## src/qa_wd_pkg.sv

```systemverilog
/*
  constants, state type and defaults for the question-and-answer watchdog status and init logic.
  assumes one clock domain and event strobes that are single-cycle pulses from logic on that clock.
*/
package qa_wd_pkg;

  localparam int CFG_W = 8;
  localparam int CNT_W = 4;
  localparam int ANS_W = 2;
  localparam int Q_W   = 4;

  // status flag bit positions
  localparam int FLAG_TIMEOUT = 0;
  localparam int FLAG_SEQ     = 1;
  localparam int FLAG_EARLY   = 2;
  localparam int FLAG_WRONG   = 3;
  localparam int FLAG_N       = 4;

  localparam logic              MODE_MULTI     = 1'h0;
  localparam logic              MODE_SINGLE    = 1'h1;
  localparam logic              MODE_RESET     = 1'h0;
  localparam logic [ANS_W-1:0]  ANS_INIT_MULTI = 2'h3;
  localparam logic [ANS_W-1:0]  ANS_INIT_SING  = 2'h1;
  localparam logic [CNT_W-1:0]  FAIL_INIT      = 4'h5;
  localparam logic [CNT_W-1:0]  ENDRV_TH_INIT  = 4'h5;
  localparam logic [CNT_W-1:0]  RST_TH_INIT    = 4'hF;
  localparam logic [CNT_W-1:0]  CNT_MAX        = 4'hF;
  localparam logic [CNT_W-1:0]  CNT_MIN        = 4'h0;
  localparam logic [Q_W-1:0]    QUESTION_INIT  = 4'h0;
  localparam logic [CFG_W-1:0]  QSETUP_INIT    = 8'h00;
  localparam logic [CFG_W-1:0]  WIN1_INIT      = 8'h00;
  localparam logic [CFG_W-1:0]  WIN2_INIT      = 8'h00;
  localparam logic [FLAG_N-1:0] FLAGS_CLEAR    = 4'h0;

  typedef enum logic [1:0] {
    PH_CLOSED = 2'h0,
    PH_OPEN   = 2'h1
  } phase_t;

endpackage : qa_wd_pkg

```

## src/qa_watchdog_status_and_init.sv

```systemverilog
/*
  status reporting and initialization of the question-and-answer watchdog.
  assumes all event strobes are one-cycle pulses from logic on clock_i; multi-answer
  evaluation arrives as a finished cycle outcome, single-answer evaluation is done here.
*/
`timescale 1ns/1ns
module qa_watchdog_status_and_init
  import qa_wd_pkg::*;
(
  // clock and reset
  input  wire logic                          clock_i,
  input  wire logic                          reset_i,
  // initialization events
  input  wire logic                          reset_to_diag_i,
  input  wire logic                          diag_to_active_i,
  input  wire logic                          safe_to_diag_i,
  input  wire logic                          self_test_done_i,
  // configuration writes
  input  wire logic                          mode_select_wr_i,
  input  wire logic                          mode_select_wdata_i,
  input  wire logic                          window_one_wr_i,
  input  wire logic                          window_two_wr_i,
  input  wire logic                          question_setup_wr_i,
  input  wire logic [qa_wd_pkg::CFG_W-1:0]   cfg_wdata_i,
  input  wire logic                          enable_drive_th_wr_i,
  input  wire logic                          reset_th_wr_i,
  input  wire logic [qa_wd_pkg::CNT_W-1:0]   th_wdata_i,
  input  wire logic                          config_changed_clr_i,
  // answers and windows
  input  wire logic                          answer_valid_i,
  input  wire logic                          answer_correct_i,
  input  wire logic                          window_one_end_i,
  input  wire logic                          window_two_end_i,
  // multi-answer cycle outcome
  input  wire logic                          multi_cycle_end_i,
  input  wire logic [qa_wd_pkg::FLAG_N-1:0]  multi_flags_i,
  // status read
  input  wire logic                          status_read_i,
  // status and configuration
  output logic      [qa_wd_pkg::FLAG_N-1:0]  status_flags_o,
  output logic      [qa_wd_pkg::FLAG_N-1:0]  status_rdata_o,
  output logic                               watchdog_failure_flag_o,
  output logic                               config_changed_flag_o,
  output logic                               answer_mode_select_o,
  output logic      [qa_wd_pkg::ANS_W-1:0]   answer_countdown_o,
  output logic      [qa_wd_pkg::CNT_W-1:0]   failure_counter_o,
  output logic      [qa_wd_pkg::CNT_W-1:0]   enable_drive_fail_threshold_o,
  output logic      [qa_wd_pkg::CNT_W-1:0]   reset_fail_threshold_o,
  output logic      [qa_wd_pkg::Q_W-1:0]     current_question_o,
  output logic      [qa_wd_pkg::CFG_W-1:0]   question_setup_register_o,
  output logic      [qa_wd_pkg::CFG_W-1:0]   response_window_one_length_o,
  output logic      [qa_wd_pkg::CFG_W-1:0]   response_window_two_length_o,
  output logic                               new_cycle_o
);
  typedef struct packed {
    phase_t            phase;
    logic              closed_seen;
    logic              closed_ok;
    logic              open_seen;
    logic              open_ok;
    logic              mode;
    logic              cfg_chg;
    logic              watchdog_failure_flag;
    logic [ANS_W-1:0]  countdown;
    logic [CNT_W-1:0]  endrv_th;
    logic [CNT_W-1:0]  rst_th;
    logic [Q_W-1:0]    question;
    logic [Q_W-1:0]    engine;
    logic [CFG_W-1:0]  qsetup;
    logic [CFG_W-1:0]  win1;
    logic [CFG_W-1:0]  win2;
    logic              new_cycle;
  } wd_state_t;

  wd_state_t s_q;
  wd_state_t s_d;

  // event decode
  logic              mode_change;
  logic              cfg_write;
  logic              full_init;
  logic              part_init;
  logic              init_any;
  logic              next_mode;
  // derived terms
  logic              state_move;
  logic              status_update;
  logic              question_reinit;
  logic              clean_cycle;
  logic              fail_above;
  logic [Q_W-1:0]    engine_step;
  logic [ANS_W-1:0]  count_init;
  logic [ANS_W-1:0]  count_reload;
  // cycle outcome
  logic              cyc_end;
  logic [FLAG_N-1:0] cyc_flags;
  logic              fc_load;
  logic [CNT_W-1:0]  fc_load_val;
  logic              fc_inc;
  logic              fc_dec;
  logic [CNT_W-1:0]  fail_count;

  assign mode_change = mode_select_wr_i && (mode_select_wdata_i != s_q.mode);
  assign cfg_write   = window_one_wr_i || window_two_wr_i || question_setup_wr_i;
  assign full_init   = reset_to_diag_i || mode_change;
  assign state_move  = diag_to_active_i || safe_to_diag_i;
  assign part_init   = state_move || self_test_done_i;
  assign init_any    = full_init || cfg_write || part_init;
  assign next_mode   = reset_to_diag_i ? MODE_RESET : (mode_change ? mode_select_wdata_i : s_q.mode);
  assign question_reinit = full_init || self_test_done_i;
  assign status_update   = cyc_end && !init_any;
  assign clean_cycle     = cyc_end && (cyc_flags == FLAGS_CLEAR);
  assign fail_above      = fail_count > s_q.endrv_th;
  assign engine_step     = {s_q.engine[Q_W-2:0], s_q.engine[Q_W-1] ^ s_q.engine[Q_W-2] ^ 1'b1};

  // cycle outcome, single mode evaluated from answers and windows
  always_comb begin
    cyc_end   = 1'b0;
    cyc_flags = FLAGS_CLEAR;
    if (s_q.mode == MODE_MULTI) begin
      cyc_end   = multi_cycle_end_i;
      cyc_flags = multi_flags_i;
    end else if (s_q.phase == PH_CLOSED && window_one_end_i && s_q.closed_seen) begin
      cyc_end                = 1'b1;
      cyc_flags[FLAG_EARLY]  = 1'b1;
      cyc_flags[FLAG_WRONG]  = !s_q.closed_ok;
    end else if (s_q.phase == PH_OPEN && window_two_end_i) begin
      cyc_end = 1'b1;
      if (s_q.open_seen) begin
        cyc_flags[FLAG_WRONG] = !s_q.open_ok;
      end else begin
        cyc_flags[FLAG_TIMEOUT] = 1'b1;
      end
    end
  end

  // countdown start values per mode
  always_comb begin
    count_init   = ANS_INIT_SING;
    count_reload = ANS_INIT_SING;
    if (next_mode == MODE_MULTI) begin
      count_init = ANS_INIT_MULTI;
    end
    if (s_q.mode == MODE_MULTI) begin
      count_reload = ANS_INIT_MULTI;
    end
  end

  // failure counter steering, broadest init first
  always_comb begin
    fc_load     = 1'b0;
    fc_load_val = FAIL_INIT;
    fc_inc      = 1'b0;
    fc_dec      = 1'b0;
    if (full_init) begin
      fc_load = 1'b1;
    end else if (part_init) begin
      fc_load     = 1'b1;
      fc_load_val = s_q.endrv_th;
    end else if (cfg_write) begin
      fc_inc = 1'b1;
    end else if (cyc_end) begin
      fc_inc = !clean_cycle;
      fc_dec = clean_cycle;
    end
  end

  always_comb begin
    s_d           = s_q;
    s_d.new_cycle = 1'b0;
    // answer countdown in either mode, single mode window tracking
    if (answer_valid_i) begin
      if (s_q.countdown != '0) begin
        s_d.countdown = s_q.countdown - 2'h1;
      end
      if (s_q.phase == PH_CLOSED && !s_q.closed_seen) begin
        s_d.closed_seen = 1'b1;
        s_d.closed_ok   = answer_correct_i;
      end else if (s_q.phase == PH_OPEN && !s_q.open_seen) begin
        s_d.open_seen = 1'b1;
        s_d.open_ok   = answer_correct_i;
      end
    end
    // empty closed window opens the second one
    if (s_q.phase == PH_CLOSED && window_one_end_i && !s_q.closed_seen) begin
      s_d.phase = PH_OPEN;
    end
    // failure flag set once counter goes above threshold, held until init
    if (!s_q.watchdog_failure_flag && fail_above) begin
      s_d.watchdog_failure_flag = 1'b1;
    end
    // finished cycle restarts with same or new question
    if (cyc_end) begin
      s_d.new_cycle   = 1'b1;
      s_d.phase       = PH_CLOSED;
      s_d.closed_seen = 1'b0;
      s_d.open_seen   = 1'b0;
      s_d.countdown   = count_reload;
      if (clean_cycle) begin
        s_d.engine   = engine_step;
        s_d.question = engine_step;
      end
    end
    // configuration writes hold their values
    if (window_one_wr_i) begin
      s_d.win1 = cfg_wdata_i;
    end
    if (window_two_wr_i) begin
      s_d.win2 = cfg_wdata_i;
    end
    if (question_setup_wr_i) begin
      s_d.qsetup = cfg_wdata_i;
    end
    if (enable_drive_th_wr_i) begin
      s_d.endrv_th = th_wdata_i;
    end
    if (reset_th_wr_i) begin
      s_d.rst_th = th_wdata_i;
    end
    if (config_changed_clr_i) begin
      s_d.cfg_chg = 1'b0;
    end
    // initialization, union of coinciding events
    s_d.mode = next_mode;
    if (init_any) begin
      s_d.new_cycle   = 1'b1;
      s_d.phase       = PH_CLOSED;
      s_d.closed_seen = 1'b0;
      s_d.open_seen   = 1'b0;
      s_d.watchdog_failure_flag     = 1'b0;
      s_d.countdown   = count_init;
    end
    if (mode_change || cfg_write) begin
      s_d.cfg_chg = 1'b1;
    end
    if (question_reinit) begin
      s_d.question = QUESTION_INIT;
      s_d.engine   = QUESTION_INIT;
    end
    if (full_init) begin
      s_d.qsetup   = QSETUP_INIT;
      s_d.win1     = WIN1_INIT;
      s_d.win2     = WIN2_INIT;
      s_d.endrv_th = ENDRV_TH_INIT;
      s_d.rst_th   = RST_TH_INIT;
    end
  end

  always_ff @(posedge clock_i) begin
    if (reset_i) begin
      s_q          <= '0;
      s_q.phase    <= PH_CLOSED;
      s_q.mode     <= MODE_RESET;
      s_q.countdown <= ANS_INIT_MULTI;
      s_q.cfg_chg  <= 1'b0;
      s_q.watchdog_failure_flag  <= 1'b0;
      s_q.new_cycle <= 1'b0;
      s_q.endrv_th <= ENDRV_TH_INIT;
      s_q.rst_th   <= RST_TH_INIT;
      s_q.question <= QUESTION_INIT;
      s_q.engine   <= QUESTION_INIT;
      s_q.qsetup   <= QSETUP_INIT;
      s_q.win1     <= WIN1_INIT;
      s_q.win2     <= WIN2_INIT;
    end else begin
      s_q <= s_d;
    end
  end

  wd_status_latch u_status (
    .clock_i  (clock_i),
    .reset_i  (reset_i),
    .init_i   (init_any),
    .update_i (status_update),
    .flags_i  (cyc_flags),
    .read_i   (status_read_i),
    .flags_o  (status_flags_o),
    .rdata_o  (status_rdata_o)
  );

  watchdog_failure_flag_counter u_fail (
    .clock_i    (clock_i),
    .reset_i    (reset_i),
    .load_i     (fc_load),
    .load_val_i (fc_load_val),
    .inc_i      (fc_inc),
    .dec_i      (fc_dec),
    .count_o    (fail_count)
  );

  assign failure_counter_o             = fail_count;
  assign watchdog_failure_flag_o       = s_q.watchdog_failure_flag;
  assign config_changed_flag_o         = s_q.cfg_chg;
  assign answer_mode_select_o          = s_q.mode;
  assign answer_countdown_o            = s_q.countdown;
  assign enable_drive_fail_threshold_o = s_q.endrv_th;
  assign reset_fail_threshold_o        = s_q.rst_th;
  assign current_question_o            = s_q.question;
  assign question_setup_register_o     = s_q.qsetup;
  assign response_window_one_length_o  = s_q.win1;
  assign response_window_two_length_o  = s_q.win2;
  assign new_cycle_o                   = s_q.new_cycle;
endmodule : qa_watchdog_status_and_init

```

## src/wd_status_latch.sv

```systemverilog
/*
  latched watchdog status flags with clear-on-read.
  assumes update, read and init are one-cycle pulses on clock_i.
*/
`timescale 1ns/1ns
module wd_status_latch
  import qa_wd_pkg::*;
(
  // clock and reset
  input  wire logic                      clock_i,
  input  wire logic                      reset_i,
  // control
  input  wire logic                      init_i,
  input  wire logic                      update_i,
  input  wire logic [qa_wd_pkg::FLAG_N-1:0] flags_i,
  input  wire logic                      read_i,
  // status
  output logic      [qa_wd_pkg::FLAG_N-1:0] flags_o,
  output logic      [qa_wd_pkg::FLAG_N-1:0] rdata_o
);
  typedef struct packed {
    logic [FLAG_N-1:0] flags;
    logic [FLAG_N-1:0] rdata;
  } latch_state_t;

  latch_state_t s_q;
  latch_state_t s_d;

  always_comb begin
    s_d = s_q;
    if (read_i) begin
      s_d.rdata = s_q.flags;
    end
    if (init_i) begin
      s_d.flags = FLAGS_CLEAR;
    end else if (update_i) begin
      s_d.flags = flags_i;
    end else if (read_i) begin
      s_d.flags = FLAGS_CLEAR;
    end
  end

  always_ff @(posedge clock_i) begin
    if (reset_i) begin
      s_q <= '0;
    end else begin
      s_q <= s_d;
    end
  end

  assign flags_o = s_q.flags;
  assign rdata_o = s_q.rdata;
endmodule : wd_status_latch

```

## src/watchdog_failure_flag_counter.sv

```systemverilog
/*
  saturating watchdog failure counter with load, increment and decrement.
  assumes load outranks increment, increment outranks decrement.
*/
`timescale 1ns/1ns
module watchdog_failure_flag_counter
  import qa_wd_pkg::*;
(
  // clock and reset
  input  wire logic                     clock_i,
  input  wire logic                     reset_i,
  // control
  input  wire logic                     load_i,
  input  wire logic [qa_wd_pkg::CNT_W-1:0] load_val_i,
  input  wire logic                     inc_i,
  input  wire logic                     dec_i,
  // count
  output logic      [qa_wd_pkg::CNT_W-1:0] count_o
);
  typedef struct packed {
    logic [CNT_W-1:0] count;
  } cnt_state_t;

  cnt_state_t s_q;
  cnt_state_t s_d;

  always_comb begin
    s_d = s_q;
    if (load_i) begin
      s_d.count = load_val_i;
    end else if (inc_i) begin
      if (s_q.count != CNT_MAX) begin
        s_d.count = s_q.count + 4'h1;
      end
    end else if (dec_i) begin
      if (s_q.count != CNT_MIN) begin
        s_d.count = s_q.count - 4'h1;
      end
    end
  end

  always_ff @(posedge clock_i) begin
    if (reset_i) begin
      s_q.count <= FAIL_INIT;
    end else begin
      s_q <= s_d;
    end
  end

  assign count_o = s_q.count;
endmodule : watchdog_failure_flag_counter

```

## config.mk

```make
export PLATFORM = sky130hd
export DESIGN_NAME = qa_watchdog_status_and_init
export DESIGN_NICKNAME = d
export VERILOG_FILES = /design/src/qa_wd_pkg.sv /design/src/qa_watchdog_status_and_init.sv /design/src/wd_status_latch.sv /design/src/watchdog_failure_flag_counter.sv
export SDC_FILE = /design/constraint.sdc
export NUM_CORES = 1
export LEC_CHECK = 0
export BUFFER_PORTS_ARGS = -buffer_cell sky130_fd_sc_hd__buf_2
export CAP_MARGIN = 20
export CELL_PAD_IN_SITES_DETAIL_PLACEMENT = 1
export CELL_PAD_IN_SITES_GLOBAL_PLACEMENT = 2
export CORE_ASPECT_RATIO = 1.1
export CORE_UTILIZATION = 30
export CTS_CLUSTER_SIZE = 12
export DETAILED_ROUTE_END_ITERATION = 10
export GPL_TIMING_DRIVEN = 0
export PLACE_DENSITY_LB_ADDON = 0.25
export SETUP_SLACK_MARGIN = 0.2
export SLEW_MARGIN = 20
export SYNTH_ARGS = -nofsm -noshare
export SYNTH_HDL_FRONTEND = slang
export SYNTH_HIERARCHICAL = 1
export SYNTH_SLANG_ARGS = --single-unit
```

## constraint.sdc

```tcl
create_clock -name clock_i -period 4.95 [get_ports clock_i]
set_input_delay 0.2475 -clock clock_i [delete_from_list [all_inputs] [get_ports clock_i]]
set_output_delay 0.2475 -clock clock_i [all_outputs]
set_load 0.01 [all_outputs]
```

== Word level (Yosys, flattened, before mapping) ==
Cells that the tools add are included.
Storage, ports and cells
  register bits after elaboration: 59
  input port bits: 36
  output and inout port bits: 54
Cells by class
  mux-type cells: 44
  reductions and logical operators: 45
  eq/ne operators: 3
  order comparisons: 1
  add/subtract/negate cells: 3
  bitwise operators: 3
Operators with widths (number)
  $mux W4: 9
  $mux W1: 28
  $mux W2: 7
  $reduce_bool A3 Y1: 4
  $logic_and A1 B1 Y1: 10
  $logic_or A1 B1 Y1: 9
  $logic_not A1 Y1: 7
  $reduce_and A2 Y1: 3
  $reduce_and A3 Y1: 2
  $reduce_bool A2 Y1: 3
  $reduce_or A2 Y1: 3
  $add A4 B1 Y4 const B: 1
  $gt A4 B4 Y1: 1
  $logic_not A4 Y1: 1
  $ne A4 B4 Y1 const B: 1
  $reduce_bool A4 Y1: 1
  $sub A4 B1 Y4 const B: 1
  $ne A3 B2 Y1 const B: 1
  $reduce_or A3 Y1: 1
  $logic_not A2 Y1: 1
  $not A1 Y1: 2
  $sub A2 B1 Y2 const B: 1
  $ne A1 B1 Y1: 1
  $xor A1 B1 Y1: 1

== Logic depth before layout (Yosys ltp) ==
Gate-level depths: netlist of run 1.
  word-level depth: 14
  gate-level depth with buffers: 12
  mapped depth without buffers: 11

== Hierarchy ==
Netlist of run 1, hierarchy kept.
By module, submodules not included
  qa_watchdog_status_and_init: area an instance 2403.6 um2, cells each 264, seq. area each 940.9 um2, instances 1
  watchdog_failure_flag_counter: area an instance 345.3 um2, cells each 40, seq. area each 80.1 um2, instances 1
  wd_status_latch: area an instance 302.8 um2, cells each 30, seq. area each 160.2 um2, instances 1

== Least setup slack after synthesis of run 1 ==
No wires, ideal clock.
  kind: register to register
  from: register s_q (netlist bit answer_mode_select_o)
  to: register u_fail.s_q (netlist bit u_fail/count_o[3])
  data required time: 4.888 ns
  arrival: 2.942 ns
  stages on the path, launching flop included: 13
  library setup time: 0.062 ns
  slack: 1.947 ns
  cell sequence: dfxtp_1 -> buf_2 -> nand4b_1 -> o2111ai_1 -> or2_1 -> nand2_1 -> a21oi_1 -> inv_1 -> ha_1 -> and3_1 -> or3_1 -> a211o_1 -> nand3_1
On the way
  word-level cells in the longest chain between the ends: 10
  elaborated cells on any way between the ends: 26
  those cells by class: eq/ne (2); mux (16); reduce/logical (8)
Ends and longest elaborated chain
  start: declaration: line qa_watchdog_status_and_init.sv:75  | wd_state_t s_q;
  $mux W1 / $mux W2 (equally long branches): line qa_watchdog_status_and_init.sv:120  | if (s_q.mode == MODE_MULTI) begin
  $logic_not A4 Y1: line qa_watchdog_status_and_init.sv:112  | assign clean_cycle = cyc_end && (cyc_flags == FLAGS_CLEAR);
  $logic_and A1 B1 Y1: line qa_watchdog_status_and_init.sv:112
  $logic_not A1 Y1: line qa_watchdog_status_and_init.sv:163  | fc_inc = !clean_cycle;
  $mux W1: line qa_watchdog_status_and_init.sv:162  | end else if (cyc_end) begin
  $mux W1: line qa_watchdog_status_and_init.sv:160  | end else if (cfg_write) begin
  $mux W1: line qa_watchdog_status_and_init.sv:157  | end else if (part_init) begin
  $mux W1 *: line qa_watchdog_status_and_init.sv:155  | if (full_init) begin
  named net fc_inc: line qa_watchdog_status_and_init.sv:99  | logic fc_inc;
  $ne A3 B2 Y1 (no source line) (tied with other cells)
  $reduce_and A3 Y1 (no source line) / $mux W4 (equally long branches)
  end: declaration: line watchdog_failure_flag_counter.sv:24  | cnt_state_t s_q;
The timed path passes the listed nets; every way through them passes the cells marked *.
A chain may end at the register's enable or synchronous reset.

== Final worst setup path of run 1 ==
  from: register s_q[50] (netlist name)
  to: register u_fail.s_q (netlist bit u_fail/count_o[3])
On the way
  word-level cells in the longest chain between the ends: 14
  elaborated cells on any way between the ends: 31
  those cells by class: eq/ne (1); mux (20); reduce/logical (10)
Ends and longest elaborated chain
  $logic_not A2 Y1: line qa_watchdog_status_and_init.sv:123  | end else if (s_q.phase == PH_CLOSED && window_one_end_i && s_q.closed_seen) begin
  $logic_and A1 B1 Y1 (2 in a row): line qa_watchdog_status_and_init.sv:123
  $mux W1 *: line qa_watchdog_status_and_init.sv:123
  $mux W2 *: line qa_watchdog_status_and_init.sv:120
  named net cyc_flags[3]: line qa_watchdog_status_and_init.sv:96  | logic [FLAG_N-1:0] cyc_flags;
  $logic_not A4 Y1 *: line qa_watchdog_status_and_init.sv:112
  $logic_and A1 B1 Y1 *: line qa_watchdog_status_and_init.sv:112
  $logic_not A1 Y1 *: line qa_watchdog_status_and_init.sv:163
  $mux W1 *: line qa_watchdog_status_and_init.sv:162
  $mux W1 *: line qa_watchdog_status_and_init.sv:160
  $mux W1 *: line qa_watchdog_status_and_init.sv:157
  $mux W1 *: line qa_watchdog_status_and_init.sv:155
  named net fc_inc: line qa_watchdog_status_and_init.sv:99
  $ne A3 B2 Y1 (no source line) (tied with other cells)
  $reduce_and A3 Y1 (no source line) / $mux W4 (equally long branches)
Marked as above.

==> reports/metrics.cfg, run 1 <==
[die]
dieHeight_um = 107.8
die_w_um = 98.17
die_area_um2 = 10580
rows = 38
coreArea_um2 = 9889
initial_core_util = 0.3086
io_pins = 90

[sta]
min_period_ps = 3500
setup_viol_count_final = 0
skew_ps = 13.41
drv_slew = 0
tns_ps = 0
final.period_utilization = 0.7071
rsz0062_at_grt = false
relSlewSlack = 0.5831
hold_viol_final = 0
worst_slew_pin_slew_ps = 625.4
fmax_mhz = 285.7

[setup_path]
startpoint_type = register
worst-path-max-fanout = 10
path_class = register to register
max_stage_delay_ps = 530
worstPathRequired_ps = 5230
reg2reg_depth = 12
arrival_ps = 3780
reg2reg_slack_ps = 1450
r2r-end = u_fail/count_o[3]
worstSetupEndpointType = register
r2r_start = s_q[50]
cp-startpoint = s_q[50]
crit_slowest_cell = a21oi_1
crit_chain = buf_2 > nand4bb_1 > a31oi_1 > or2_1 > nand2_1 > a21oi_1 > inv_1 > ha_1 > and3_1 > or3_1 > a211o_1 > nand3_1

[logic_synthesis]
ys_ff_latch = 59
mappedNetlistArea_um2 = 3052
synthFlopType = dfxtp_1
synth_area_per_cell_um2 = 9.137
synth_cell_types = 50
synth_seq_area_share = 0.3870
synth_nets = 378
async_flop_share = 0
synthCells = 334
yosys_warnings = 6
synth-edff-count = 0

[global_route]
antenna_found_initial = 0
grt_pass1_wl_um = 12360
grt_max_degree = 13
grt_pass1_vias = 2583
grt_overflow = 0
track_usage = 0.1499

[clock_tree]
post_cts_resized = 0
hold_buffers = 0
cts-buffers-inserted = 9
clkTransAtPathRegs_ps = 70
cts_sinks = 59
clk_path_buf_depth = 2
tritoncts = built
cts_root_buffer = clkbuf_8
postCtsSetupBuffers = 0
htree_levels = 3
clock_latency_ps = 340

[power_and_ir_drop]
p_clk_frac = 0.450
p_comb_frac = 0.106
p_leak_uw = 0.001821
powerDensity_nw_per_um2 = 288.5
peakVddDrop_uv = 110.1
switching_share = 0.2540
power_frac_seq = 0.443
p_sw_uw = 281.2
p_int_uw = 825.9

[layout]
fillers = 1190
area_growth_pct = 25.75
layout.cells.non_filler = 552
final_nets = 471
num_antenna_cells = 0
drive_above_1_share = 0.3611
final_area_um2 = 3837

[hold_path]
hp-start = th_wdata_i[2]
min_path_cells = 3
hold_end = reset_fail_threshold_o[2]
min_path_type = input port to register

[outcome]
status = finished, final reports clean

[placed_design]
place_area_um2 = 3612
gp_congestion = 0.7334
dp.cells = 536
io_buffers = 82
dp_hpwl_um = 5840

[route]
dr.first_iter.drc_count = 49
drt-total-wl_um = 7551
vias = 2536
wl_per_cell_um = 13.68
viasPerCell = 4.594
drc = 0
postRouteAntennaNets = 0
firstDrtPassIters = 7

[flow_run]
drv_cap = 0

layout by cell type (no fill, tap or decap), types with 3 or more instances in the layout:
cell type and instances:
a21oi_1 13, buf_2 87, buf_4 38, buf_6 4
clkbuf_1 3, clkbuf_8 9, dfxtp_1 59, ha_1 7
inv_1 11, mux2i_1 44, nand2_1 22, nand2b_1 5
nand3_1 5, nand4b_1 3, nor2_1 51, nor2b_1 3
nor3_1 5, nor3_2 3, o21ai_0 6, or3b_1 4
final cells by class:
cell class,instances,area (um^2),area share
Buffer,52,374.1,0.09749
Clock buffer,9,123.9,0.03228
Clock inverter,7,101.3,0.02641
Inverter,12,45.04,0.01174
Multi-Input combinational cell,211,1451,0.3782
Sequential cell,59,1181,0.3078
Tap cell,120,150.1,0.03913
Timing Repair Buffer,82,410.4,0.1069
power by group through the flow:
| stage | clock [uW] | combinational, uW | sequential [uW] |
|---|---|---|---|
| 2_1_floorplan | 0 | 76.2 | 501 |
| 3_3_place_gp | 0 | 118 | 502 |
| 3_5_place_dp | 0 | 120 | 502 |
| 4_1_cts | 515 | 121 | 491 |
| 5_1_grt | 533 | 131 | 492 |
| 6_report | 499 | 118 | 491 |
logic make-up (layout without fill, tap and decap cells):
| logic type | after synthesis | count (layout) | share of synthesized area |
|---|---|---|---|
| adders and majority gates | 8 | 8 | 0.03526 |
| AOI/OAI and AO/OA | 36 | 36 | 0.08118 |
| muxes | 44 | 44 | 0.1443 |
| and+or+nand+nor | 119 | 119 | 0.2034 |
| DFF | 59 | 59 | 0.3870 |
| buffers and inverters | 64 | 162 | 0.1373 |
| xor gates and xnor gates | 4 | 4 | 0.01148 |
worst max path at each step:
stage                   endpoint  slack, ps  depth (start not counted)
6_report       u_fail/count_o[3]       1450                         12
3_3_place_gp   u_fail/count_o[3]       1540                         12
4_1_cts        u_fail/count_o[3]       1420                         12
3_5_place_dp   u_fail/count_o[3]       1450                         12
5_1_grt        u_fail/count_o[3]       1250                         12
2_1_floorplan  u_fail/count_o[3]       1950                         12
Yosys cell counts (all sizes together), types with 2 or more instances:
cell type | instances | area, um^2
dfxtp | 59 | 1181
nor2 | 51 | 191.4
buf | 49 | 362.8
mux2i | 44 | 440.4
nand2 | 22 | 82.58
a21oi | 13 | 65.06
inv | 12 | 45.04
nor3 | 10 | 87.58
ha | 7 | 87.58
o21ai | 7 | 35.03
nand2b | 5 | 31.28
nand3 | 5 | 25.02
or3b | 4 | 35.03
clkbuf | 3 | 11.26
nand4b | 3 | 26.28
nor2b | 3 | 18.77
or2 | 3 | 18.77
a2111oi | 2 | 17.52
a211o | 2 | 17.52
a31oi | 2 | 12.51
nand4 | 2 | 12.51
nor3b | 2 | 15.01
nor4 | 2 | 12.51
or3 | 2 | 12.51
xnor2 | 2 | 17.52
xor2 | 2 | 17.52
sequential cells by signal (all words and copies together) (netlist names), 2 cells and up:
register	flops
engine_step	3
u_status/rdata_o	4
question_setup_register_o	8
u_status/flags_o	4
response_window_one_length_o	8
answer_countdown_o	2
enable_drive_fail_threshold_o	4
u_fail/count_o	4
s_q	6
response_window_two_length_o	8
reset_fail_threshold_o	4
worst max-delay path, delay by kind of cell (launching register included):
family	cells	cell delay [ps]
AOI/OAI and AO/OA	3	1260
adders and majority gates	1	400
buffers and inverters	2	410
DFF	1	300
and+or+nand+nor	6	1080
metrics by stage:
step | hold slack (ps) | power, uW | util | setup slack (ps)
6_report | 141.1 | 1107 | 0.3880 | 1450
5_1_grt | 141.6 | 1156 | 0.3880 | 1248
4_1_cts | 130.0 | 1127 | 0.3880 | 1425
3_5_place_dp | 444.8 | 622.1 | 0.3653 | 1453
3_3_place_gp | 432.3 | 620.0 | 0.3653 | 1539
2_1_floorplan | 312.1 | 577.4 | - | 1947
layer usage:
metal / part of all wire / GRT usage / wire [um] / up-vias
li1: - / - / - / 1283
met1: 0.44 / 0.1801 / 3349 / 1189
met2: 0.48 / 0.2475 / 3643 / 53
met3: 0.059 / 0.04805 / 442 / 11
met4: 0.015 / 0.06077 / 116 / 0
met5: 0 / 0 / 0 / -
No activity file was read; power rests on OpenSTA's default activity.
==> run 2: changes to the inputs <==
--- a/config.mk
+++ b/config.mk
@@ -5,12 +5,13 @@
 export SDC_FILE = /design/constraint.sdc
 export NUM_CORES = 1
 export LEC_CHECK = 0
+export ABC_AREA = 1
 export BUFFER_PORTS_ARGS = -buffer_cell sky130_fd_sc_hd__buf_2
 export CAP_MARGIN = 20
 export CELL_PAD_IN_SITES_DETAIL_PLACEMENT = 1
 export CELL_PAD_IN_SITES_GLOBAL_PLACEMENT = 2
 export CORE_ASPECT_RATIO = 1.1
-export CORE_UTILIZATION = 30
+export CORE_UTILIZATION = 25
 export CTS_CLUSTER_SIZE = 12
 export DETAILED_ROUTE_END_ITERATION = 10
 export GPL_TIMING_DRIVEN = 0
==> constraint.sdc (replaced) <==
create_clock -name clock_i -period 3.01 [get_ports clock_i]
set_input_delay 0.1505 -clock clock_i [delete_from_list [all_inputs] [get_ports clock_i]]
set_output_delay 0.1505 -clock clock_i [all_outputs]
set_load 0.01 [all_outputs]
==> reports/metrics.cfg, run 2 <==
[setup_path]
crit_chain = nand2_1 > inv_1 > nand3_1 > nand3_1 > nand2_1 > nand2_1 > nand2_1 > a21oi_4 > inv_2 > ha_1 > a21oi_1 > nand3_1 > nand2_2 > nor2_4 > nor2_1 > nor2_1
r2r_start = s_q[50]
worst-path-max-fanout = 7  ; -3
worstSetupEndpointType = register
crit_slowest_cell = dfxtp_1
startpoint_type = register
crit_family = simple AND/OR/NAND/NOR gates
worstPathRequired_ps = 3220  ; -2010 ps
r2r-end = u_fail/count_o[3]
reg2reg_depth = 16  ; +4
reg2reg_slack_ps = 500  ; -950 ps
crit_buf_inv = 2  ; unchanged
crit_path_frequent_cell = nand2_1
path_class = register to register
max_stage_delay_ps = 420  ; -110 ps
arrival_ps = 2720  ; -1060 ps

[layout]
area_growth_pct = 30.34
final_area_um2 = 4015  ; +4.6%
final_common_cell = nand2_1
final_cell_mix = 114 x nand2_1, 88 x buf_2, 59 x dfxtp_1
drive_above_1_share = 0.3251  ; -0.03602
fillers = 1523  ; +28%
num_antenna_cells = 0  ; unchanged
final_nets = 565  ; +20%

[route]
drt-total-wl_um = 8395  ; +11%
wl_per_cell_um = 12.35  ; -9.8%
drc = 0  ; unchanged
vias = 2881  ; +14%
postRouteAntennaNets = 0  ; unchanged
dr.first_iter.drc_count = 67  ; +37%
firstDrtPassIters = 4  ; -3
viasPerCell = 4.237  ; -7.8%

[clock_tree]
htree_levels = 3  ; unchanged
hold_buffers = 0  ; unchanged
clk_path_buf_depth = 2  ; unchanged
clkTransAtPathRegs_ps = 60  ; about the same
cts_root_buffer = clkbuf_16
tritoncts = built
clock_latency_ps = 330  ; about the same
postCtsSetupBuffers = 0  ; unchanged
cts_sinks = 59  ; unchanged
cts-buffers-inserted = 9  ; unchanged

[die]
rows = 42  ; +11%
die_w_um = 107.8  ; +9.9%
io_pins = 90  ; unchanged
coreArea_um2 = 12030  ; +22%
dieHeight_um = 118.4  ; +9.9%
die_area_um2 = 12770  ; +21%
initial_core_util = 0.2560  ; -0.05260

[hold_path]
hp-start = th_wdata_i[0]
min_path_type = input port to register
hold_end = reset_fail_threshold_o[0]
min_path_cells = 3  ; unchanged

[placed_design]
dp_hpwl_um = 6643  ; +14%
place_area_um2 = 3699  ; +2.4%
gp_congestion = 0.7428  ; +1.3%
io_buffers = 85  ; +3.7%

[global_route]
grt-busiest-layer = met2
grt_pass1_wl_um = 14100  ; +14%
use_met3 = 0.03861  ; -0.009442
track_usage = 0.1428  ; -0.007137
grt_max_degree = 12  ; -1
grt_overflow = 0  ; unchanged
use_met1 = 0.1734  ; -0.006674
grt_pass1_vias = 2977  ; +15%
met2_usage = 0.2412  ; -0.006299
antenna_found_initial = 0  ; unchanged

[power_and_ir_drop]
peakVddDrop_uv = 186.6  ; +69%
p_leak_uw = 0.001955  ; +7.4%
powerDensity_nw_per_um2 = 517.5  ; +79%

[logic_synthesis]
synth_area_leaders = dfxtp_1 38%, nand2_1 14%, buf_4 9.5%, a21oi_1 7.1%, inv_1 5.7%
yosysTopAreaCell = dfxtp_1
synth_area_per_cell_um2 = 7.248  ; -21%
synth_cell_types = 31  ; -38%
yosys_warnings = 6  ; unchanged
synth-edff-count = 0  ; unchanged
synthFlopType = dfxtp_1
synthCells = 425  ; +27%
ys_ff_latch = 59  ; unchanged
async_flop_share = 0  ; unchanged
synth.top_cell.area_share = 0.3834  ; -0.003616
mappedNetlistArea_um2 = 3080  ; +0.94%
synth_nets = 469  ; +24%
synth_seq_area_share = 0.3834  ; -0.003616
synth_top_cells_by_count = 114 x nand2_1, 59 x dfxtp_1, 47 x inv_1
yosysMostFrequentCell = nand2_1

[sta]
hold_viol_final = 0  ; unchanged
worst_slew_pin_slew_ps = 374.0  ; -251.4 ps
min_period_ps = 2510  ; -990.4 ps
fmax_mhz = 398.4  ; +39%
relSlewSlack = 0.7503  ; +0.1673
skew_ps = 4.101  ; -9.307 ps
rsz0062_at_grt = false
tns_ps = 0  ; unchanged
setup_viol_count_final = 0  ; unchanged
final.period_utilization = 0.8338  ; +0.1267
drv_slew = 0  ; unchanged

[flow_run]
drv_cap = 0  ; unchanged

[outcome]
status = finished, final reports clean

-- run 2: worst min-delay path, stage by stage --
cell     delay [ps]
buf_2            90
nand2_1          50
nand3_1          60
-- run 2: where the power goes --
part | internal (uW) | switching, uW | leakage (uW)
combinational | 84.6 | 125 | 0.00133
sequential | 802 | 13.9 | 0.000480
clock | 666 | 387 | 0.000142
-- run 2: final cells by class --
| cell class | count | area [um^2] | area share |
|---|---|---|---|
| clock inverters | 5 | 62.56 | 0.01558 |
| well taps | 154 | 192.7 | 0.04799 |
| plain buffers | 45 | 334.1 | 0.08320 |
| flip-flops and latches | 59 | 1181 | 0.2942 |
| repair buffers | 85 | 425.4 | 0.1060 |
| clock buffers | 11 | 242.7 | 0.06046 |
| inverters | 51 | 191.4 | 0.04768 |
| multi-input cells | 270 | 1385 | 0.3450 |
-- run 2: metal layers --
metal / up-vias / part of all wire
met2: 63 / 0.48
met5: - / 0
met1: 1310 / 0.46
li1: 1500 / -
met4: 0 / 0.011
met3: 8 / 0.047
-- run 2: cell families after synthesis --
logic type | share of synthesized area
buffers and inverters | 0.1706
DFF | 0.3834
and+or+nand+nor | 0.2977
xor gates and xnor gates | 0.008531
adders and majority gates | 0.03493
AOI/OAI and AO/OA | 0.1048
-- run 2: how the worst max path moves through the flow --
stage	startpoint	endpoint	slack, ps	cells past startpoint
after floorplan	answer_mode_select_o	u_fail/count_o[3]	710	14
after global placement	s_q[50]	u_fail/count_o[3]	370	16
after detailed placement	s_q[50]	u_fail/count_o[3]	310	16
after CTS	s_q[50]	u_fail/count_o[3]	300	16
after global routing	s_q[50]	u_fail/count_o[3]	220	16
final	s_q[50]	u_fail/count_o[3]	500	16
-- run 2: stage by stage --
step | instances | power (uW) | hold WS [ps] | utilization | setup WS (ps)
after global routing | 680 | 2181 | 70.35 | 0.3336 | 217.3
final | 680 | 2078 | 58.24 | 0.3336 | 500.1
after floorplan | 425 | 960.0 | 219.6 | - | 708.2
after global placement | 664 | 1042 | 391.8 | 0.3073 | 371.1
after detailed placement | 664 | 1046 | 396.5 | 0.3073 | 311.9
after CTS | 680 | 2113 | 51.75 | 0.3327 | 300.4
-- run 2: timing repair --
item	CTS	global route
endpoints found under the setup margin	0	2
gates resized for setup	0	2
endpoints found under the hold margin	0	0
==> run 3: changes to the inputs <==
--- a/config.mk
+++ b/config.mk
@@ -5,13 +5,13 @@
 export SDC_FILE = /design/constraint.sdc
 export NUM_CORES = 1
 export LEC_CHECK = 0
-export ABC_AREA = 1
+export ABC_AREA = 0
 export BUFFER_PORTS_ARGS = -buffer_cell sky130_fd_sc_hd__buf_2
 export CAP_MARGIN = 20
 export CELL_PAD_IN_SITES_DETAIL_PLACEMENT = 1
 export CELL_PAD_IN_SITES_GLOBAL_PLACEMENT = 2
 export CORE_ASPECT_RATIO = 1.1
-export CORE_UTILIZATION = 25
+export CORE_UTILIZATION = 30
 export CTS_CLUSTER_SIZE = 12
 export DETAILED_ROUTE_END_ITERATION = 10
 export GPL_TIMING_DRIVEN = 0
==> constraint.sdc (replaced) <==
create_clock -name clock_i -period 2.4 [get_ports clock_i]
set_input_delay 0.12 -clock clock_i [delete_from_list [all_inputs] [get_ports clock_i]]
set_output_delay 0.12 -clock clock_i [all_outputs]
set_load 0.01 [all_outputs]
==> reports/metrics.cfg, run 3 (synthesis gave the netlist of run 1 again) <==
[layout]
final_cell_mix = 85 x buf_2, 56 x dfxtp_1, 52 x buf_4
final_common_cell = buf_2
area_growth_pct = 38.09
fillers = 1183  ; -22%
drive_above_1_share = 0.4341  ; +0.1090
num_antenna_cells = 0  ; unchanged
final_nets = 502  ; -11%

[setup_path]
reg2reg_slack_ps = -80  ; -580 ps
path_class = register to register
cp-startpoint = s_q[50]
startpoint_type = register
r2r-end = u_fail/count_o[3]
arrival_ps = 2770  ; +50 ps
worstSetupEndpointType = register
r2r_start = s_q[50]
worst-path-max-fanout = 8  ; +1
worstPathRequired_ps = 2680  ; -540 ps
reg2reg_depth = 12  ; -4

[global_route]
track_usage = 0.1604  ; +0.01763
grt_max_degree = 13  ; +1
antenna_found_initial = 0  ; unchanged
grt_pass1_wl_um = 13210  ; -6.3%
grt_overflow = 0  ; unchanged
grt_pass1_vias = 2690  ; -9.6%

[sta]
final.period_utilization = 1.035  ; +0.2011
fmax_mhz = 402.6  ; +1.0%
holdWs_ps = 46.43  ; -11.81 ps
rsz0062_at_grt = true
finalWorstSetupSlack_ps = -83.83  ; -583.9 ps
skew_ps = 8.477  ; +4.376 ps
relSlewSlack = 0.6439  ; -0.1064
hold_viol_final = 0  ; unchanged
setup_viol_count_final = 2  ; +2
worst_slew_pin_slew_ps = 531.2  ; +157.2 ps
drv_slew = 0  ; unchanged
min_period_ps = 2484  ; -26.06 ps

[clock_tree]
cts-buffers-inserted = 9  ; unchanged
htree_levels = 3  ; unchanged
clock_latency_ps = 350  ; +20 ps
cts_sinks = 59  ; unchanged
clkTransAtPathRegs_ps = 60  ; about the same
tritoncts = built
clk_path_buf_depth = 2  ; unchanged
cts_root_buffer = clkbuf_8

[route]
drt-total-wl_um = 8189  ; -2.5%
dr.first_iter.drc_count = 58  ; -13%
vias = 2679  ; -7.0%
drc = 0  ; unchanged
postRouteAntennaNets = 0  ; unchanged
firstDrtPassIters = 6  ; +2
wl_per_cell_um = 14.05  ; +14%
viasPerCell = 4.595  ; +8.5%

[hold_path]
min_path_type = input port to register
hp-start = answer_correct_i
min_path_cells = 3  ; unchanged
hold_end = s_q[46]

[outcome]
status = finished, violations left
failed_checks = setup timing

[placed_design]
gp_congestion = 0.7356  ; -0.97%
dp_hpwl_um = 5685  ; -14%
io_buffers = 82  ; -3.5%

[die]
io_pins = 90  ; unchanged
dieHeight_um = 107.8  ; -9.0%
initial_core_util = 0.3086  ; +0.05260
rows = 38  ; -9.5%
coreArea_um2 = 9889  ; -18%
die_area_um2 = 10580  ; -17%
die_w_um = 98.17  ; -9.0%

[power_and_ir_drop]
p_leak_uw = 0.001972  ; +0.84%
peakVddDrop_uv = 285.2  ; +53%
finalPower_uw = 2050  ; -1.4%
powerDensity_nw_per_um2 = 486.4  ; -6.0%

[flow_run]
drv_cap = 0  ; unchanged

==> run 3: layout make-up <==
cell class	count	area (um^2)	share of cell area
inverter	12	45.04	0.01069
timing repair buffer	113	701.9	0.1666
multi-input combinational	211	1585	0.3762
tap	120	150.1	0.03563
sequential	59	1187	0.2818
clock buffer	13	138.9	0.03296
buffer	52	390.4	0.09264
clock inverter	3	15.01	0.003563
==> run 3: worst max-delay path by stage <==
stage,endpoint,cells past startpoint,slack (ps)
after global placement,u_fail/count_o[3],12,-290
after detailed placement,u_fail/count_o[3],12,-360
after floorplan,u_fail/count_o[3],12,-60
after global routing,u_fail/count_o[3],12,-170
final,u_fail/count_o[3],12,-80
after CTS,u_fail/count_o[3],12,-120
==> run 3: where the power goes <==
part           switching (uW)  leakage [uW]  internal [uW]
logic                     143       0.00141            136
clock network             387     0.0000812            371
registers                14.4      0.000481            999
total                     544       0.00197           1510
==> run 3: per-layer routing <==
layer	part of all wire	global-route usage	wire length (um)	vias to the layer above
met5	0	0	0	-
met4	0.017	0.08422	141	0
met3	0.053	0.04610	433	13
met2	0.49	0.2626	3992	61
met1	0.44	0.1905	3621	1252
li1	-	-	-	1353
==> run 3: timing repair <==
item                                    4_1_cts  5_1_grt
resized for setup                            19       18
endpoints found under the setup margin        4        5
hold buffers                                  4        0
hold endpoints to repair                      6        0
pin swaps                                    10       10
buffers inserted                             25        2
==> run 3: worst max-delay path: stages, from the launching register on <==
cell	delay [ps]
dfxtp_2	310
buf_6	120
nand4bb_4	200
a31oi_4	200
or2_4	160
nand2_4	50
a21oi_4	170
inv_2	90
ha_4	250
and3_4	180
or3_4	360
a211o_1	260
nand3_1	60
==> run 3: metrics by stage <==
| step | worst slack [ps] | TNS [ps] | cells | instance area (um^2) | utilization |
|---|---|---|---|---|---|
| 2_1_floorplan | -64.36 | -64.36 | 334 | 3100 | - |
| 3_3_place_gp | -292.8 | -340.1 | 536 | 3661 | 0.3702 |
| 3_5_place_dp | -359.7 | -516.8 | 536 | 3661 | 0.3702 |
| 4_1_cts | -120.1 | -315.6 | 581 | 4133 | 0.4179 |
| 5_1_grt | -174.2 | -408.4 | 583 | 4214 | 0.4261 |
| 6_report | -83.83 | -116.7 | 583 | 4214 | 0.4261 |
